File: config.mk
export PLATFORM = sky130hd
export DESIGN_NAME = eio_line_router
export DESIGN_NICKNAME = d
export VERILOG_FILES = /design/src/verilog/eio_pkg.sv /design/src/verilog/eio_line_router.sv
export SDC_FILE = /design/constraint.sdc
export NUM_CORES = 1
export LEC_CHECK = 0
export BUFFER_PORTS_ARGS = -buffer_cell sky130_fd_sc_hd__buf_2
export CORE_MARGIN = 2
export CORE_UTILIZATION = 50
export DETAILED_ROUTE_END_ITERATION = 8
export PLACE_DENSITY = 0.85
export SLEW_MARGIN = 20
export SYNTH_ARGS = -nofsm -noshare
export SYNTH_HDL_FRONTEND = slang
export SYNTH_SLANG_ARGS = --single-unit
File: constraint.sdc
create_clock -name pclk -period 4.7 [get_ports pclk]
set_input_delay 0.47 -clock pclk [delete_from_list [all_inputs] [get_ports pclk]]
set_output_delay 0.47 -clock pclk [all_outputs]
set_load 0.05 [all_outputs]
File: src/verilog/eio_pkg.sv
package eio_pkg;
  localparam int          EIO_LINES        = 32;
  localparam int          EIO_ROUTED       = 8;
  localparam int          EIO_OSEL_LINES   = 4;
  // register byte offsets
  localparam logic [7:0]  OFS_ROUTE0       = 8'h00;
  localparam logic [7:0]  OFS_OUT_SELECT   = 8'h20;
  localparam logic [7:0]  OFS_INVERT       = 8'h24;
  localparam logic [7:0]  OFS_FAST_DIR_PTR = 8'h28;
  localparam logic [7:0]  OFS_FAST_RD_PTR  = 8'h2C;
  localparam logic [7:0]  OFS_FAST_WR_PTR  = 8'h30;
  localparam logic [7:0]  OFS_ERROR_CODE   = 8'h34;
  localparam logic [7:0]  OFS_VERSION      = 8'h38;
  localparam logic [7:0]  OFS_SUB_VERSION  = 8'h3C;
  localparam logic [7:0]  OFS_LINE_BYTE    = 8'h40;
  localparam logic [7:0]  OFS_LINE_WORD    = 8'h44;
  // field positions
  localparam int          VER_MINOR_LSB    = 0;
  localparam int          VER_MAJOR_LSB    = 8;
  // reset values and error codes
  localparam logic [15:0] RST_POINTER      = 16'h0000;
  localparam logic [3:0]  RST_OUT_SELECT   = 4'h0;
  localparam logic [7:0]  RST_INVERT       = 8'h00;
  localparam logic [7:0]  ERR_NONE         = 8'h00;
  localparam logic [7:0]  ERR_OVERTEMP     = 8'h4A;
  // temperatures in degrees C
  localparam logic [7:0]  TEMP_FAN_ON_C    = 8'h55;
  localparam logic [7:0]  TEMP_FAN_OFF_C   = 8'h4B;
  localparam logic [7:0]  TEMP_TRIP_C      = 8'h5A;
  // timing
  localparam longint      CLK_HZ           = 10_000_000;
  localparam longint      FAN_MIN_S        = 10;
  localparam longint      FAN_MIN_REDUCED_S = 20;
  localparam longint      UPDATE_MS        = 4;
  localparam int          FAN_MIN_CYC      = int'(FAN_MIN_S * CLK_HZ);
  localparam int          FAN_MIN_RED_CYC  = int'(FAN_MIN_REDUCED_S * CLK_HZ);
  localparam int          UPDATE_CYC       = int'((UPDATE_MS * CLK_HZ) / 1000);

  typedef enum logic [1:0] {
    FAN_NORMAL = 2'b00,
    FAN_HOLD   = 2'b01,
    FAN_WAIT   = 2'b11
  } eio_fan_e;

  // from the host parameter system
  typedef struct packed {
    logic        dir_exists;
    logic [5:0]  dir_bits;
    logic [31:0] dir_value;
    logic        wr_exists;
    logic [5:0]  wr_bits;
    logic [31:0] wr_value;
    logic        rd_exists;
    logic [31:0] rd_max;
    logic [7:0]  route_src;
  } eio_host_in_s;

  // to the host parameter system
  typedef struct packed {
    logic [15:0] dir_ptr;
    logic [15:0] rd_ptr;
    logic [15:0] wr_ptr;
    logic [31:0] rd_value;
    logic        rd_strobe;
    logic [7:0]  route_dest;
  } eio_host_out_s;
endpackage : eio_pkg

File: src/verilog/eio_line_router.sv
module eio_line_router import eio_pkg::*; #(
  parameter bit          REDUCED      = 1'b0,
  parameter int          FAN_CYC      = FAN_MIN_CYC,
  parameter int          FAN_RED_CYC  = FAN_MIN_RED_CYC,
  parameter int          UPD_CYC      = UPDATE_CYC,
  parameter logic [7:0]  VER_MAJOR    = 8'h01, // arbitrary
  parameter logic [7:0]  VER_MINOR    = 8'h00, // arbitrary
  parameter logic [7:0]  SUB_VERSION  = 8'h00  // arbitrary, 0 to 99
) (
  // clock and reset
  input  wire logic          pclk,
  input  wire logic          presetn,
  // apb slave
  input  wire logic          psel,
  input  wire logic          penable,
  input  wire logic          pwrite,
  input  wire logic [7:0]    paddr,
  input  wire logic [31:0]   pwdata,
  output logic [31:0]        prdata,
  output logic               pready,
  output logic               pslverr,
  // host parameter system
  input  wire logic          drive_reset,
  input  wire eio_host_in_s  host_in,
  output eio_host_out_s      host_out,
  // board
  input  wire logic [7:0]    board_temp_c,
  output logic               fan_full_speed,
  output logic [7:0]         error_code,
  // io lines
  input  wire logic [31:0]   io_line_i,
  output logic [31:0]        io_line_o,
  output logic [31:0]        io_line_oe_n
);

  function automatic logic [31:0] low_mask(input logic [5:0] n);
    logic [32:0] m;
    m = (33'h1 << n) - 33'h1;
    return (n >= 6'd32) ? 32'hFFFF_FFFF : m[31:0];
  endfunction : low_mask

  function automatic logic [31:0] fan_time(input bit red);
    return red ? 32'(FAN_RED_CYC) : 32'(FAN_CYC);
  endfunction : fan_time

  // software registers
  logic [15:0]   route_r [EIO_ROUTED];
  logic [15:0]   route_nxt [EIO_ROUTED];
  logic [3:0]    osel_r, osel_nxt;
  logic [7:0]    inv_r, inv_nxt;
  logic [15:0]   dptr_r, dptr_nxt, rptr_r, rptr_nxt, wptr_r, wptr_nxt;
  logic [31:0]   prdata_r, prdata_nxt;
  logic          pready_r, pready_nxt, pslverr_r, pslverr_nxt;
  logic [7:0]    subver_r, subver_nxt;
  // latched configuration
  logic [15:0]   lat_route_r [EIO_ROUTED];
  logic [15:0]   lat_route_nxt [EIO_ROUTED];
  logic          cfg_done_r, cfg_done_nxt;
  eio_host_out_s hout_r, hout_nxt;
  // pin synchronisers
  logic [31:0]   io_s1_r, io_s2_r, io_s3_r, io_q_r, io_q_nxt;
  logic [7:0]    t_s1_r, t_s2_r, t_s3_r, temp_r, temp_nxt;
  // line drive
  logic [31:0]   io_o_r, io_o_nxt, io_oe_n_r, io_oe_n_nxt;
  logic [31:0]   fdir, fwr, std_oe, std_lvl, line_oe, line_lvl, status;
  logic [31:0]   upd_cnt_r, upd_cnt_nxt;
  // thermal
  eio_fan_e      fan_st_r, fan_st_nxt;
  logic [31:0]   fan_cnt_r, fan_cnt_nxt;
  logic          fan_r, fan_nxt;
  logic [7:0]    err_r, err_nxt;
  logic          acc, wr_en, hit;

  assign acc   = psel & penable;
  assign wr_en = acc & pready_r & pwrite;

  // apb register file
  always_comb begin
    route_nxt   = route_r;
    osel_nxt    = osel_r;
    inv_nxt     = inv_r;
    dptr_nxt    = dptr_r;
    rptr_nxt    = rptr_r;
    wptr_nxt    = wptr_r;
    prdata_nxt  = 32'h0000_0000;
    pslverr_nxt = 1'b0;
    pready_nxt  = acc & ~pready_r;
    hit         = 1'b1;
    unique case (paddr)
      OFS_OUT_SELECT:   prdata_nxt = {28'h000_0000, osel_r};
      OFS_INVERT:       prdata_nxt = {24'h00_0000, inv_r};
      OFS_FAST_DIR_PTR: prdata_nxt = {16'h0000, dptr_r};
      OFS_FAST_RD_PTR:  prdata_nxt = {16'h0000, rptr_r};
      OFS_FAST_WR_PTR:  prdata_nxt = {16'h0000, wptr_r};
      OFS_ERROR_CODE:   prdata_nxt = {24'h00_0000, err_r};
      OFS_VERSION:      prdata_nxt = {16'h0000, VER_MAJOR, VER_MINOR};
      OFS_SUB_VERSION:  prdata_nxt = {24'h00_0000, subver_r};
      OFS_LINE_BYTE:    prdata_nxt = {24'h00_0000, status[7:0]};
      OFS_LINE_WORD:    prdata_nxt = status;
      default: begin
        if (paddr < OFS_OUT_SELECT && paddr[1:0] == 2'b00) begin
          prdata_nxt = {16'h0000, route_r[paddr[4:2]]};
        end else begin
          hit = 1'b0;
        end
      end
    endcase
    if (pready_r || !acc) begin
      prdata_nxt = 32'h0000_0000;
    end
    pslverr_nxt = acc & ~pready_r & ~hit;
    if (wr_en && hit) begin
      unique case (paddr)
        OFS_OUT_SELECT: begin
          osel_nxt = pwdata[3:0];
          if (REDUCED) begin
            osel_nxt[3] = 1'b0;
          end
        end
        OFS_INVERT:       inv_nxt  = pwdata[7:0];
        OFS_FAST_DIR_PTR: dptr_nxt = pwdata[15:0];
        OFS_FAST_RD_PTR:  rptr_nxt = pwdata[15:0];
        OFS_FAST_WR_PTR:  wptr_nxt = pwdata[15:0];
        default: begin
          if (paddr < OFS_OUT_SELECT) begin
            route_nxt[paddr[4:2]] = pwdata[15:0];
          end
        end
      endcase
    end
  end

  // config latched on drive reset only
  always_comb begin
    lat_route_nxt = lat_route_r;
    cfg_done_nxt  = cfg_done_r;
    hout_nxt      = hout_r;
    subver_nxt    = SUB_VERSION;
    if (drive_reset) begin
      lat_route_nxt    = route_r;
      hout_nxt.dir_ptr = dptr_r;
      hout_nxt.rd_ptr  = rptr_r;
      hout_nxt.wr_ptr  = wptr_r;
      cfg_done_nxt     = 1'b1;
    end
    hout_nxt.rd_strobe  = 1'b0;
    hout_nxt.route_dest = io_q_r[7:0] ^ inv_r;
    if (upd_cnt_r == 32'h0000_0000 && cfg_done_r
        && hout_r.rd_ptr != 16'h0000 && host_in.rd_exists) begin
      hout_nxt.rd_strobe = 1'b1;
      hout_nxt.rd_value  = (status > host_in.rd_max) ? host_in.rd_max
                                                     : status;
    end
  end

  // fast and standard line control
  always_comb begin
    fdir = 32'h0000_0000;
    fwr  = 32'h0000_0000;
    if (hout_r.dir_ptr != 16'h0000 && host_in.dir_exists) begin
      fdir = host_in.dir_value & low_mask(host_in.dir_bits);
    end
    if (hout_r.wr_ptr != 16'h0000 && host_in.wr_exists) begin
      fwr = host_in.wr_value & low_mask(host_in.wr_bits);
    end
    std_oe  = {28'h000_0000, osel_r};
    std_lvl = {24'h00_0000, host_in.route_src ^ inv_r};
    line_oe = fdir | std_oe;
    line_lvl = (fdir & fwr) | (~fdir & std_oe & std_lvl);
    if (!cfg_done_r) begin
      line_oe  = 32'h0000_0000;
      line_lvl = 32'h0000_0000;
    end
    status      = (line_oe & line_lvl) | (~line_oe & io_q_r);
    io_o_nxt    = line_lvl;
    io_oe_n_nxt = ~line_oe;
    upd_cnt_nxt = (upd_cnt_r == 32'h0000_0000) ? 32'(UPD_CYC - 1)
                                               : upd_cnt_r - 32'h0000_0001;
  end

  // pin sampling: accept when stages two and three agree
  always_comb begin
    io_q_nxt = io_q_r;
    temp_nxt = temp_r;
    for (int i = 0; i < EIO_LINES; i++) begin
      if (io_s2_r[i] == io_s3_r[i]) begin
        io_q_nxt[i] = io_s3_r[i];
      end
    end
    if (t_s2_r == t_s3_r) begin
      temp_nxt = t_s3_r;
    end
  end

  // thermal supervision and error code
  always_comb begin
    fan_st_nxt  = fan_st_r;
    fan_cnt_nxt = fan_cnt_r;
    err_nxt     = err_r;
    unique case (fan_st_r)
      FAN_NORMAL: begin
        if (temp_r > TEMP_FAN_ON_C) begin
          fan_st_nxt  = FAN_HOLD;
          fan_cnt_nxt = fan_time(REDUCED) - 32'h0000_0001;
        end
      end
      FAN_HOLD: begin
        if (temp_r > TEMP_FAN_ON_C) begin
          fan_cnt_nxt = fan_time(REDUCED) - 32'h0000_0001;
        end else if (fan_cnt_r != 32'h0000_0000) begin
          fan_cnt_nxt = fan_cnt_r - 32'h0000_0001;
        end else begin
          fan_st_nxt = FAN_WAIT;
        end
      end
      FAN_WAIT: begin
        if (temp_r > TEMP_FAN_ON_C) begin
          fan_st_nxt  = FAN_HOLD;
          fan_cnt_nxt = fan_time(REDUCED) - 32'h0000_0001;
        end else if (temp_r < TEMP_FAN_OFF_C) begin
          fan_st_nxt = FAN_NORMAL;
        end
      end
      default: fan_st_nxt = FAN_NORMAL;
    endcase
    fan_nxt = (fan_st_nxt != FAN_NORMAL);
    if (drive_reset) begin
      err_nxt = ERR_NONE;
    end
    if (temp_r > TEMP_TRIP_C) begin
      err_nxt = ERR_OVERTEMP;
    end
  end

  always_ff @(posedge pclk or negedge presetn) begin
    if (!presetn) begin
      for (int i = 0; i < EIO_ROUTED; i++) begin
        route_r[i]     <= RST_POINTER;
        lat_route_r[i] <= RST_POINTER;
      end
      osel_r     <= RST_OUT_SELECT;
      inv_r      <= RST_INVERT;
      dptr_r     <= RST_POINTER;
      rptr_r     <= RST_POINTER;
      wptr_r     <= RST_POINTER;
      prdata_r   <= 32'h0000_0000;
      pready_r   <= 1'b0;
      pslverr_r  <= 1'b0;
      subver_r   <= 8'h00;
      cfg_done_r <= 1'b0;
      hout_r     <= '0;
      io_s1_r    <= 32'h0000_0000;
      io_s2_r    <= 32'h0000_0000;
      io_s3_r    <= 32'h0000_0000;
      io_q_r     <= 32'h0000_0000;
      t_s1_r     <= 8'h00;
      t_s2_r     <= 8'h00;
      t_s3_r     <= 8'h00;
      temp_r     <= 8'h00;
      io_o_r     <= 32'h0000_0000;
      io_oe_n_r  <= 32'hFFFF_FFFF;
      upd_cnt_r  <= 32'h0000_0000;
      fan_st_r   <= FAN_NORMAL;
      fan_cnt_r  <= 32'h0000_0000;
      fan_r      <= 1'b0;
      err_r      <= ERR_NONE;
    end else begin
      route_r     <= route_nxt;
      lat_route_r <= lat_route_nxt;
      osel_r      <= osel_nxt;
      inv_r       <= inv_nxt;
      dptr_r      <= dptr_nxt;
      rptr_r      <= rptr_nxt;
      wptr_r      <= wptr_nxt;
      prdata_r    <= prdata_nxt;
      pready_r    <= pready_nxt;
      pslverr_r   <= pslverr_nxt;
      subver_r    <= subver_nxt;
      cfg_done_r  <= cfg_done_nxt;
      hout_r      <= hout_nxt;
      io_s1_r     <= io_line_i;
      io_s2_r     <= io_s1_r;
      io_s3_r     <= io_s2_r;
      io_q_r      <= io_q_nxt;
      t_s1_r      <= board_temp_c;
      t_s2_r      <= t_s1_r;
      t_s3_r      <= t_s2_r;
      temp_r      <= temp_nxt;
      io_o_r      <= io_o_nxt;
      io_oe_n_r   <= io_oe_n_nxt;
      upd_cnt_r   <= upd_cnt_nxt;
      fan_st_r    <= fan_st_nxt;
      fan_cnt_r   <= fan_cnt_nxt;
      fan_r       <= fan_nxt;
      err_r       <= err_nxt;
    end
  end

  assign prdata         = prdata_r;
  assign pready         = pready_r;
  assign pslverr        = pslverr_r;
  assign host_out       = hout_r;
  assign fan_full_speed = fan_r;
  assign error_code     = err_r;
  assign io_line_o      = io_o_r;
  assign io_line_oe_n   = io_oe_n_r;

  // checks
  a_prelatch_all_inputs: assert property (
    @(posedge pclk) disable iff (!presetn)
    !cfg_done_r |=> (io_line_oe_n == 32'hFFFF_FFFF && io_line_o == 32'h0000_0000))
    else $error("line driven before configuration latched");
  a_ptr_latch_reset: assert property (
    @(posedge pclk) disable iff (!presetn)
    drive_reset |=> host_out.dir_ptr == $past(dptr_r) && host_out.wr_ptr == $past(wptr_r))
    else $error("pointer not latched on drive reset");
  a_ptr_hold_between: assert property (
    @(posedge pclk) disable iff (!presetn)
    !drive_reset |=> $stable(host_out.dir_ptr) && $stable(lat_route_r[0]))
    else $error("pointer changed without drive reset");
  a_err_reset_clear: assert property (
    @(posedge pclk) disable iff (!presetn)
    drive_reset && temp_r <= TEMP_TRIP_C |=> error_code == ERR_NONE)
    else $error("error code not cleared by drive reset");
  a_err_overtemp: assert property (
    @(posedge pclk) disable iff (!presetn)
    temp_r > TEMP_TRIP_C |=> error_code == ERR_OVERTEMP)
    else $error("overtemperature did not set error code");
  a_fan_force_on: assert property (
    @(posedge pclk) disable iff (!presetn)
    temp_r > TEMP_FAN_ON_C |=> fan_full_speed)
    else $error("fan not forced above threshold");
  a_fan_min_hold: assert property (
    @(posedge pclk) disable iff (!presetn)
    $rose(fan_full_speed) |-> fan_full_speed[*8])
    else $error("fan released too early");

  a_fan_release_cool: assert property (
    @(posedge pclk) disable iff (!presetn)
    $fell(fan_full_speed) |-> $past(temp_r) < TEMP_FAN_OFF_C)
    else $error("fan released while warm");

  a_line4_reduced: assert property (
    @(posedge pclk) disable iff (!presetn)
    REDUCED |-> !osel_r[3])
    else $error("line 4 select set in reduced variant");

  a_dir_null_inputs: assert property (
    @(posedge pclk) disable iff (!presetn)
    cfg_done_r && osel_r == 4'h0 && (hout_r.dir_ptr == 16'h0000 || !host_in.dir_exists)
    |=> io_line_oe_n == 32'hFFFF_FFFF)
    else $error("line driven with null direction pointer");

  a_wr_null_inactive: assert property (
    @(posedge pclk) disable iff (!presetn)
    osel_r == 4'h0 && (hout_r.wr_ptr == 16'h0000 || !host_in.wr_exists)
    |=> io_line_o == 32'h0000_0000)
    else $error("output active with null write pointer");

  a_rd_clamped: assert property (
    @(posedge pclk) disable iff (!presetn)
    hout_nxt.rd_strobe |=> host_out.rd_strobe && host_out.rd_value <= $past(host_in.rd_max))
    else $error("read word above parameter range");

  a_rd_null_silent: assert property (
    @(posedge pclk) disable iff (!presetn)
    (hout_r.rd_ptr == 16'h0000 || !host_in.rd_exists) |=> !host_out.rd_strobe)
    else $error("read word written with null pointer");

  c_fan_forced: cover property (@(posedge pclk) disable iff (!presetn) $rose(fan_full_speed));
  c_trip: cover property (@(posedge pclk) disable iff (!presetn) error_code == ERR_OVERTEMP);
  c_rd_write: cover property (@(posedge pclk) disable iff (!presetn) host_out.rd_strobe);
  c_apb_write: cover property (@(posedge pclk) disable iff (!presetn) wr_en && hit);

endmodule : eio_line_router

After elaboration in Yosys (flattened, before gate mapping). Cells that the tools add are included.

Bits of input ports: 205. Output and inout bits: 196. Register bits: 611. Word-level logic and storage cells: 216.

$add $sub $neg: 4. Reductions and logical operators: 30. Eq/ne operators: 47. Shifts and indexed selects: 2. Order comparisons: 9. Bitwise logic cells: 23. Muxes and demuxes: 32.

Operators with widths (number): 2-to-1 mux 32 bit (12); case mux 32 bit (10 select lines) (1); AND 32 bit (5); bitwise mux 128 bit (1); subtractor 32 x 1 -> 32 bit, second input constant (4); equality test 8 x 6 -> 1 bit, second input constant (8); 2-to-1 mux 16 bit (4); NOT 32 bit (2); OR 32 bit (2); case mux 32 bit (2 select lines) (1); << shifter 1 x 6 -> 32 bit, first input constant (2); binary-select mux 16 bit (select 3 bit) (1); demux 16 bit (select 3 bit) (1); nonzero test 16 bit (3); AND 32 x 4 -> 32 bit (1); AND 32 x 8 -> 32 bit (1); equality test 1 bit (32); > comparator 32 bit (1); zero test 32 bit (1); OR 32 x 4 -> 32 bit (1); nonzero test 32 bit (1); equality test 8 x 7 -> 1 bit, second input constant (2); > comparator 8 x 7 -> 1 bit, second input constant (2); 2-to-1 mux 8 bit (2); other kinds (27) (56).

Depth between registers and ports, before layout.
Depth in word-level cells: 14. Depth in mapped cells: 20. Mapped depth without buffers: 16.

Least setup slack after synthesis. No wires, ideal clock.

Path type: in2reg. Start: in host_in[114] (netlist bit). End: reg hout_r (netlist bit host_out[24]). Required time: 4580 ps. Data arrival time: 4710 ps. Cell stages on the path: 19. Setup time: 120 ps. Buffers on the path: 5. Path slack: -129 ps. Cells stage by stage: clkbuf_1 clkbuf_1 nor3_1 nand2_1 ha_1 clkbuf_1 buf_1 nand4_1 nand4_1 mux2_2 ha_1 a21oi_1 a21boi_0 o221ai_1 nand2_1 o31ai_1 clkbuf_1 mux2i_1 o21ai_2.

Elaborated cells on any way between the ends: 20. Classes of those cells: add/sub (1); order compare (2); shift (1); mux (5); bitwise (11).

RTL lines: from (decl) (line eio_line_router.sv:24) `input wire eio_host_in_s host_in,`; << shifter 1 x 6 -> 32 bit (line eio_line_router.sv:38) `m = (33'h1 << n) - 33'h1;`; subtractor 32 x 1 -> 32 bit (line eio_line_router.sv:38); 2-to-1 mux 32 bit (*) (line eio_line_router.sv:39) `return (n >= 6'd32) ? 32'hFFFF_FFFF : m[31:0];`; AND 32 bit (*) (line eio_line_router.sv:161) `fdir = host_in.dir_value & low_mask(host_in.dir_bits);`; 2-to-1 mux 32 bit (*) (line eio_line_router.sv:160) `if (hout_r.dir_ptr != 16'h0000 && host_in.dir_exists) begin`; OR 32 x 4 -> 32 bit (*) (line eio_line_router.sv:168) `line_oe = fdir | std_oe;`; 2-to-1 mux 32 bit (*) (line eio_line_router.sv:170) `if (!cfg_done_r) begin`; NOT 32 bit (*); via io_oe_n_nxt[20] (line eio_line_router.sv:64) `logic [31:0] io_o_r, io_o_nxt, io_oe_n_r, io_oe_n_nxt;`; AND 32 bit (*) (line eio_line_router.sv:174) `status = (line_oe & line_lvl) | (~line_oe & io_q_r);`; OR 32 bit (*) (line eio_line_router.sv:174); > comparator 32 bit (*) (line eio_line_router.sv:151) `hout_nxt.rd_value = (status > host_in.rd_max) ? host_in.rd_max`; 2-to-1 mux 32 bit (*) (line eio_line_router.sv:151); to (signal assigned) (line eio_line_router.sv:280) `hout_r <= hout_nxt;`; to (decl) (line eio_line_router.sv:59) `eio_host_out_s hout_r, hout_nxt;`.

Mark *: on every way through the listed nets, which the timed path passes. The rest lies on a longest branch. A chain may end at the register's enable or synchronous reset.

Final worst setup path.
Start: reg hout_r (netlist bit host_out[74]). End: reg hout_r (netlist bit host_out[38]).

Elaborated cells on any way between the ends: 17. Classes of those cells: order compare (1); mux (4); bitwise (10); reduce/logical (2).

RTL lines (line): nonzero test 16 bit (eio_line_router.sv:160); logical AND 1 bit (eio_line_router.sv:160); 2-to-1 mux 32 bit (eio_line_router.sv:160); OR 32 x 4 -> 32 bit (eio_line_router.sv:168); 2-to-1 mux 32 bit (eio_line_router.sv:170); NOT 32 bit; via io_oe_n_nxt[4] (eio_line_router.sv:64); AND 32 bit (eio_line_router.sv:174); OR 32 bit (eio_line_router.sv:174); > comparator 32 bit (eio_line_router.sv:151); 2-to-1 mux 32 bit (eio_line_router.sv:151).

The timed path passes the listed nets, and every way through them passes these cells.

==> impl_metrics.csv <==
group,metric,value,unit
grt,antenna_found_initial,15,
worst_setup_path,crit_path_end_kind,"flop",
routing,routedWlPerCell,24.6,um
routing,antenna_left,0,
worst_setup_path,cp_data_required_time,5.18,ns
floorplanning,coreArea,0.0523,sq mm
synthesis,synth_top_family_by_area,"multiplexers",
floorplanning,fp.dieW,234,um
timing,finalSetupViolations,0,
power_and_ir_drop,p_leak,15.8,nW
grt,grt_overflow_total,0,
grt,grt_pass1_wl,123000,um
synthesis,synth_edf_count,0,
synthesis,netlist_area,0.0264,sq mm
synthesis,synth_warnings,0,
grt,grt_pass1_vias,20700,
clock_network,htreeDepth,2,
worst_setup_path,slowest_stage,"or4_1",
routing,avgViaCountPerCell,5.94,
routing,drt-pass1-iter-count,6,
synthesis,synth_area_per_cell,12.4,sq um
timing,hold_viol,0,
floorplanning,die_height,234,um
synthesis,seq_area_frac_synth,0.575,
grt,track_usage,0.299,
min_path,worstHoldPathType,"input port to flop",
worst_setup_path,cp.arrival,4.97,ns
grt,grt_max_degree,118,
finish,syn2layout_area_growth,21.8,%
clock_network,clockBufferDepth,3,
power_and_ir_drop,ir_drop,0.333,mV
clock_network,path_clk_slew,0.06,ns
routing,via_count,19700,
timing,worst_clock_skew,0.0415,ns
timing,worstMarginPinSlew,0.976,ns
timing,period_share,0.954,
routing,drtIter0Drc,1754,
synthesis,synth-simple-area-share,0.103,
finish,nNetsFinal,2815,
place,place_area,0.0294,sq mm
synthesis,muxShareOfSynthArea,0.157,
clock_network,clock-sinks,604,
timing,min_period,4.48,ns
synthesis,synth_adder_area_share,0.0321,
flow_run,drv_cap,0,
finish,drive_gt1_frac,0.359,
synthesis,synth_area_leaders,"dfrtp_1 (54%), mux2_2 (11%), dfstp_2 (3.2%)",
worst_setup_path,cp_slowest_stage_delay,0.61,ns
place,port_buffers,375,
routing,wl,81600,um
place,place_congestion,0.955,
synthesis,synth_cell_types,84,
synthesis,synth_xor_area_frac,0.0213,
worst_setup_path,worstSetupPathType,"flop to flop",
synthesis,synth_top_area_cell,"dfrtp_1",
floorplanning,io_pins,401,
worst_setup_path,crit_path_max_fanout,16,
clock_network,cts_tree,"yes",
synthesis,ys_seq_elements,604,
timing,drv_slew,0,
place,dp_hpwl,59100,um
routing,drc,0,
synthesis,syn_inst,2119,
synthesis,synth_top_area_share,0.543,
clock_network,numCtsBuffers,60,
worst_setup_path,startpoint_type,"flop",
timing,slew_headroom,0.349,
synthesis,ys.flop_type,"dfrtp_1",
outcome,status,"finished, final reports clean",
clock_network,cts-root-buf,"clkbuf_16",
floorplanning,rows,84,
floorplanning,dieArea,0.0546,sq mm
synthesis,async_reset_ff_frac,1.00,
floorplanning,initial_core_util,0.504,
clock_network,clk_latency,0.66,ns
finish,final_cell_area,0.0321,sq mm
timing,whs,0.0653,ns
timing,grt_setup_unrepaired,"false",
worst_setup_path,crit_chain,"or4_1 > o41a_1 > buf_4 > o311ai_0 > a211o_1 > mux2i_2 > ha_1 > o21a_1 > o21ai_0 > a31o_2 > a21oi_1 > o31ai_4 > buf_12 > mux2i_1 > o21ai_2",
power_and_ir_drop,power_density,374,mW/mm^2
synthesis,synth_compound_area_frac,0.0802,
timing,fmax,223,MHz
[synth_stat cells, drive strengths merged, types with 42 or more instances]
cell type / n
nand3: 50
mux2: 248
nor2: 121
nand2: 126
dfrtp: 572
a21oi: 55
o21ai: 101
inv: 71
ha: 42
nor3: 46
mux2i: 59
clkbuf: 89
[flip-flops by register name (all words and copies together), names as in the netlist, 2 cells and up]
signal / flops
upd_cnt_r: 32
wptr_r: 16
io_s1_r: 32
rptr_r: 16
io_s2_r: 32
t_s1_r: 8
osel_r: 4
fan_cnt_r: 32
io_s3_r: 32
t_s3_r: 8
dptr_r: 16
host_out: 89
t_s2_r: 8
io_line_o: 32
io_q_r: 32
temp_r: 8
prdata: 32
fan_st_r: 2
route_r: 128
io_line_oe_n: 32
inv_r: 8
[routing by layer]
layer | wire [um] | part of all wire | track usage
met1 | 30600 | 0.38 | 0.370
met2 | 38100 | 0.47 | 0.473
met3 | 6820 | 0.084 | 0.0677
met4 | 5990 | 0.073 | 0.194
met5 | 38 | 0.00047 | 0
[worst paths after layout]
| kind | from | end | slack, ns | cells past startpoint |
|---|---|---|---|---|
| max in group asynchronous | presetn | io_s2_r[25] | 2.96 | 3 |
| setup / recovery | host_out[74] | host_out[38] | 0.22 | 15 |
| hold / removal | host_in[89] | io_line_oe_n[9] | 0.07 | 2 |
| hold reg to reg | io_s1_r[16] | io_s2_r[16] | 0.34 | 0 |
| setup reg to reg | host_out[74] | host_out[38] | 0.22 | 15 |
| min in group asynchronous | presetn | t_s1_r[2] | 0.46 | 2 |
[stage by stage]
| step | instances | TNS, ns | power [W] | setup WS [ns] | util |
|---|---|---|---|---|---|
| final | 3319 | 0 | 0.0120 | 0.218 | 0.614 |
| after global routing | 3315 | 0 | 0.0124 | 0.0154 | 0.613 |
| after CTS | 3306 | 0 | 0.0120 | 0.0201 | 0.612 |
| after detailed placement | 3152 | -0.169 | 0.00685 | -0.0428 | 0.563 |
| after global placement | 3152 | 0 | 0.00677 | 0.0858 | 0.563 |
| after floorplan | 2123 | -3.68 | 0.00631 | -0.129 | - |
[kinds of logic after synthesis]
| kind of cell | after synthesis |
|---|---|
| adder cells (fa/ha/maj) | 74 |
| AND/OR/NAND/NOR | 530 |
| XOR/XNOR | 64 |
| other | 1 |
| multiplexers | 341 |
| AO/OA/AOI/OAI | 311 |
| flip-flops | 604 |
| buffers and inverters | 194 |
[final cells by class]
cell class / instances / area (sq um)
tap: 688 / 861
timing repair buffer: 506 / 3130
antenna: 12 / 30.0
sequential: 604 / 15200
clock buffer: 83 / 1750
inverter: 71 / 267
clock inverter: 30 / 434
fill: 3938 / 20200
multi-input combinational: 1325 / 10500
[critical path: cells and delay by family, from the launching register on]
kind                       cells  cell delay [ns]
and+or+nand+nor                1             0.61
muxes                          2             0.59
adders and majority gates      1             0.31
buffers and inverters          2             0.46
DFF                            1             0.39
AOI/OAI and AO/OA              9             1.96
[placed cells by master (no fill, tap or decap), types with 36 or more instances in the layout]
master and count:
a21oi_1 54, buf_2 373, buf_4 79, clkbuf_16 60, dfrtp_1 572, dlygate4sd3_1 41, ha_1 42, inv_1 71
mux2_2 248, mux2i_1 58, nand2_1 126, nand3_1 50, nor2_1 121, nor3_1 44, o21ai_0 65, xor2_1 36
[report_power, final]
| part | switching, W | internal [W] |
|---|---|---|
| clock network | 0.00213 | 0.00306 |
| registers | 0.000175 | 0.00541 |
| logic | 0.000754 | 0.000469 |
[timing repair]
item	CTS	global route
hold buffers	41	0
setup endpoints to repair	32	32
gates resized for setup	2	7
pin swaps	0	2
hold endpoints to repair	109	0
setup buffers	0	1
(Power assumes the default switching activity.)
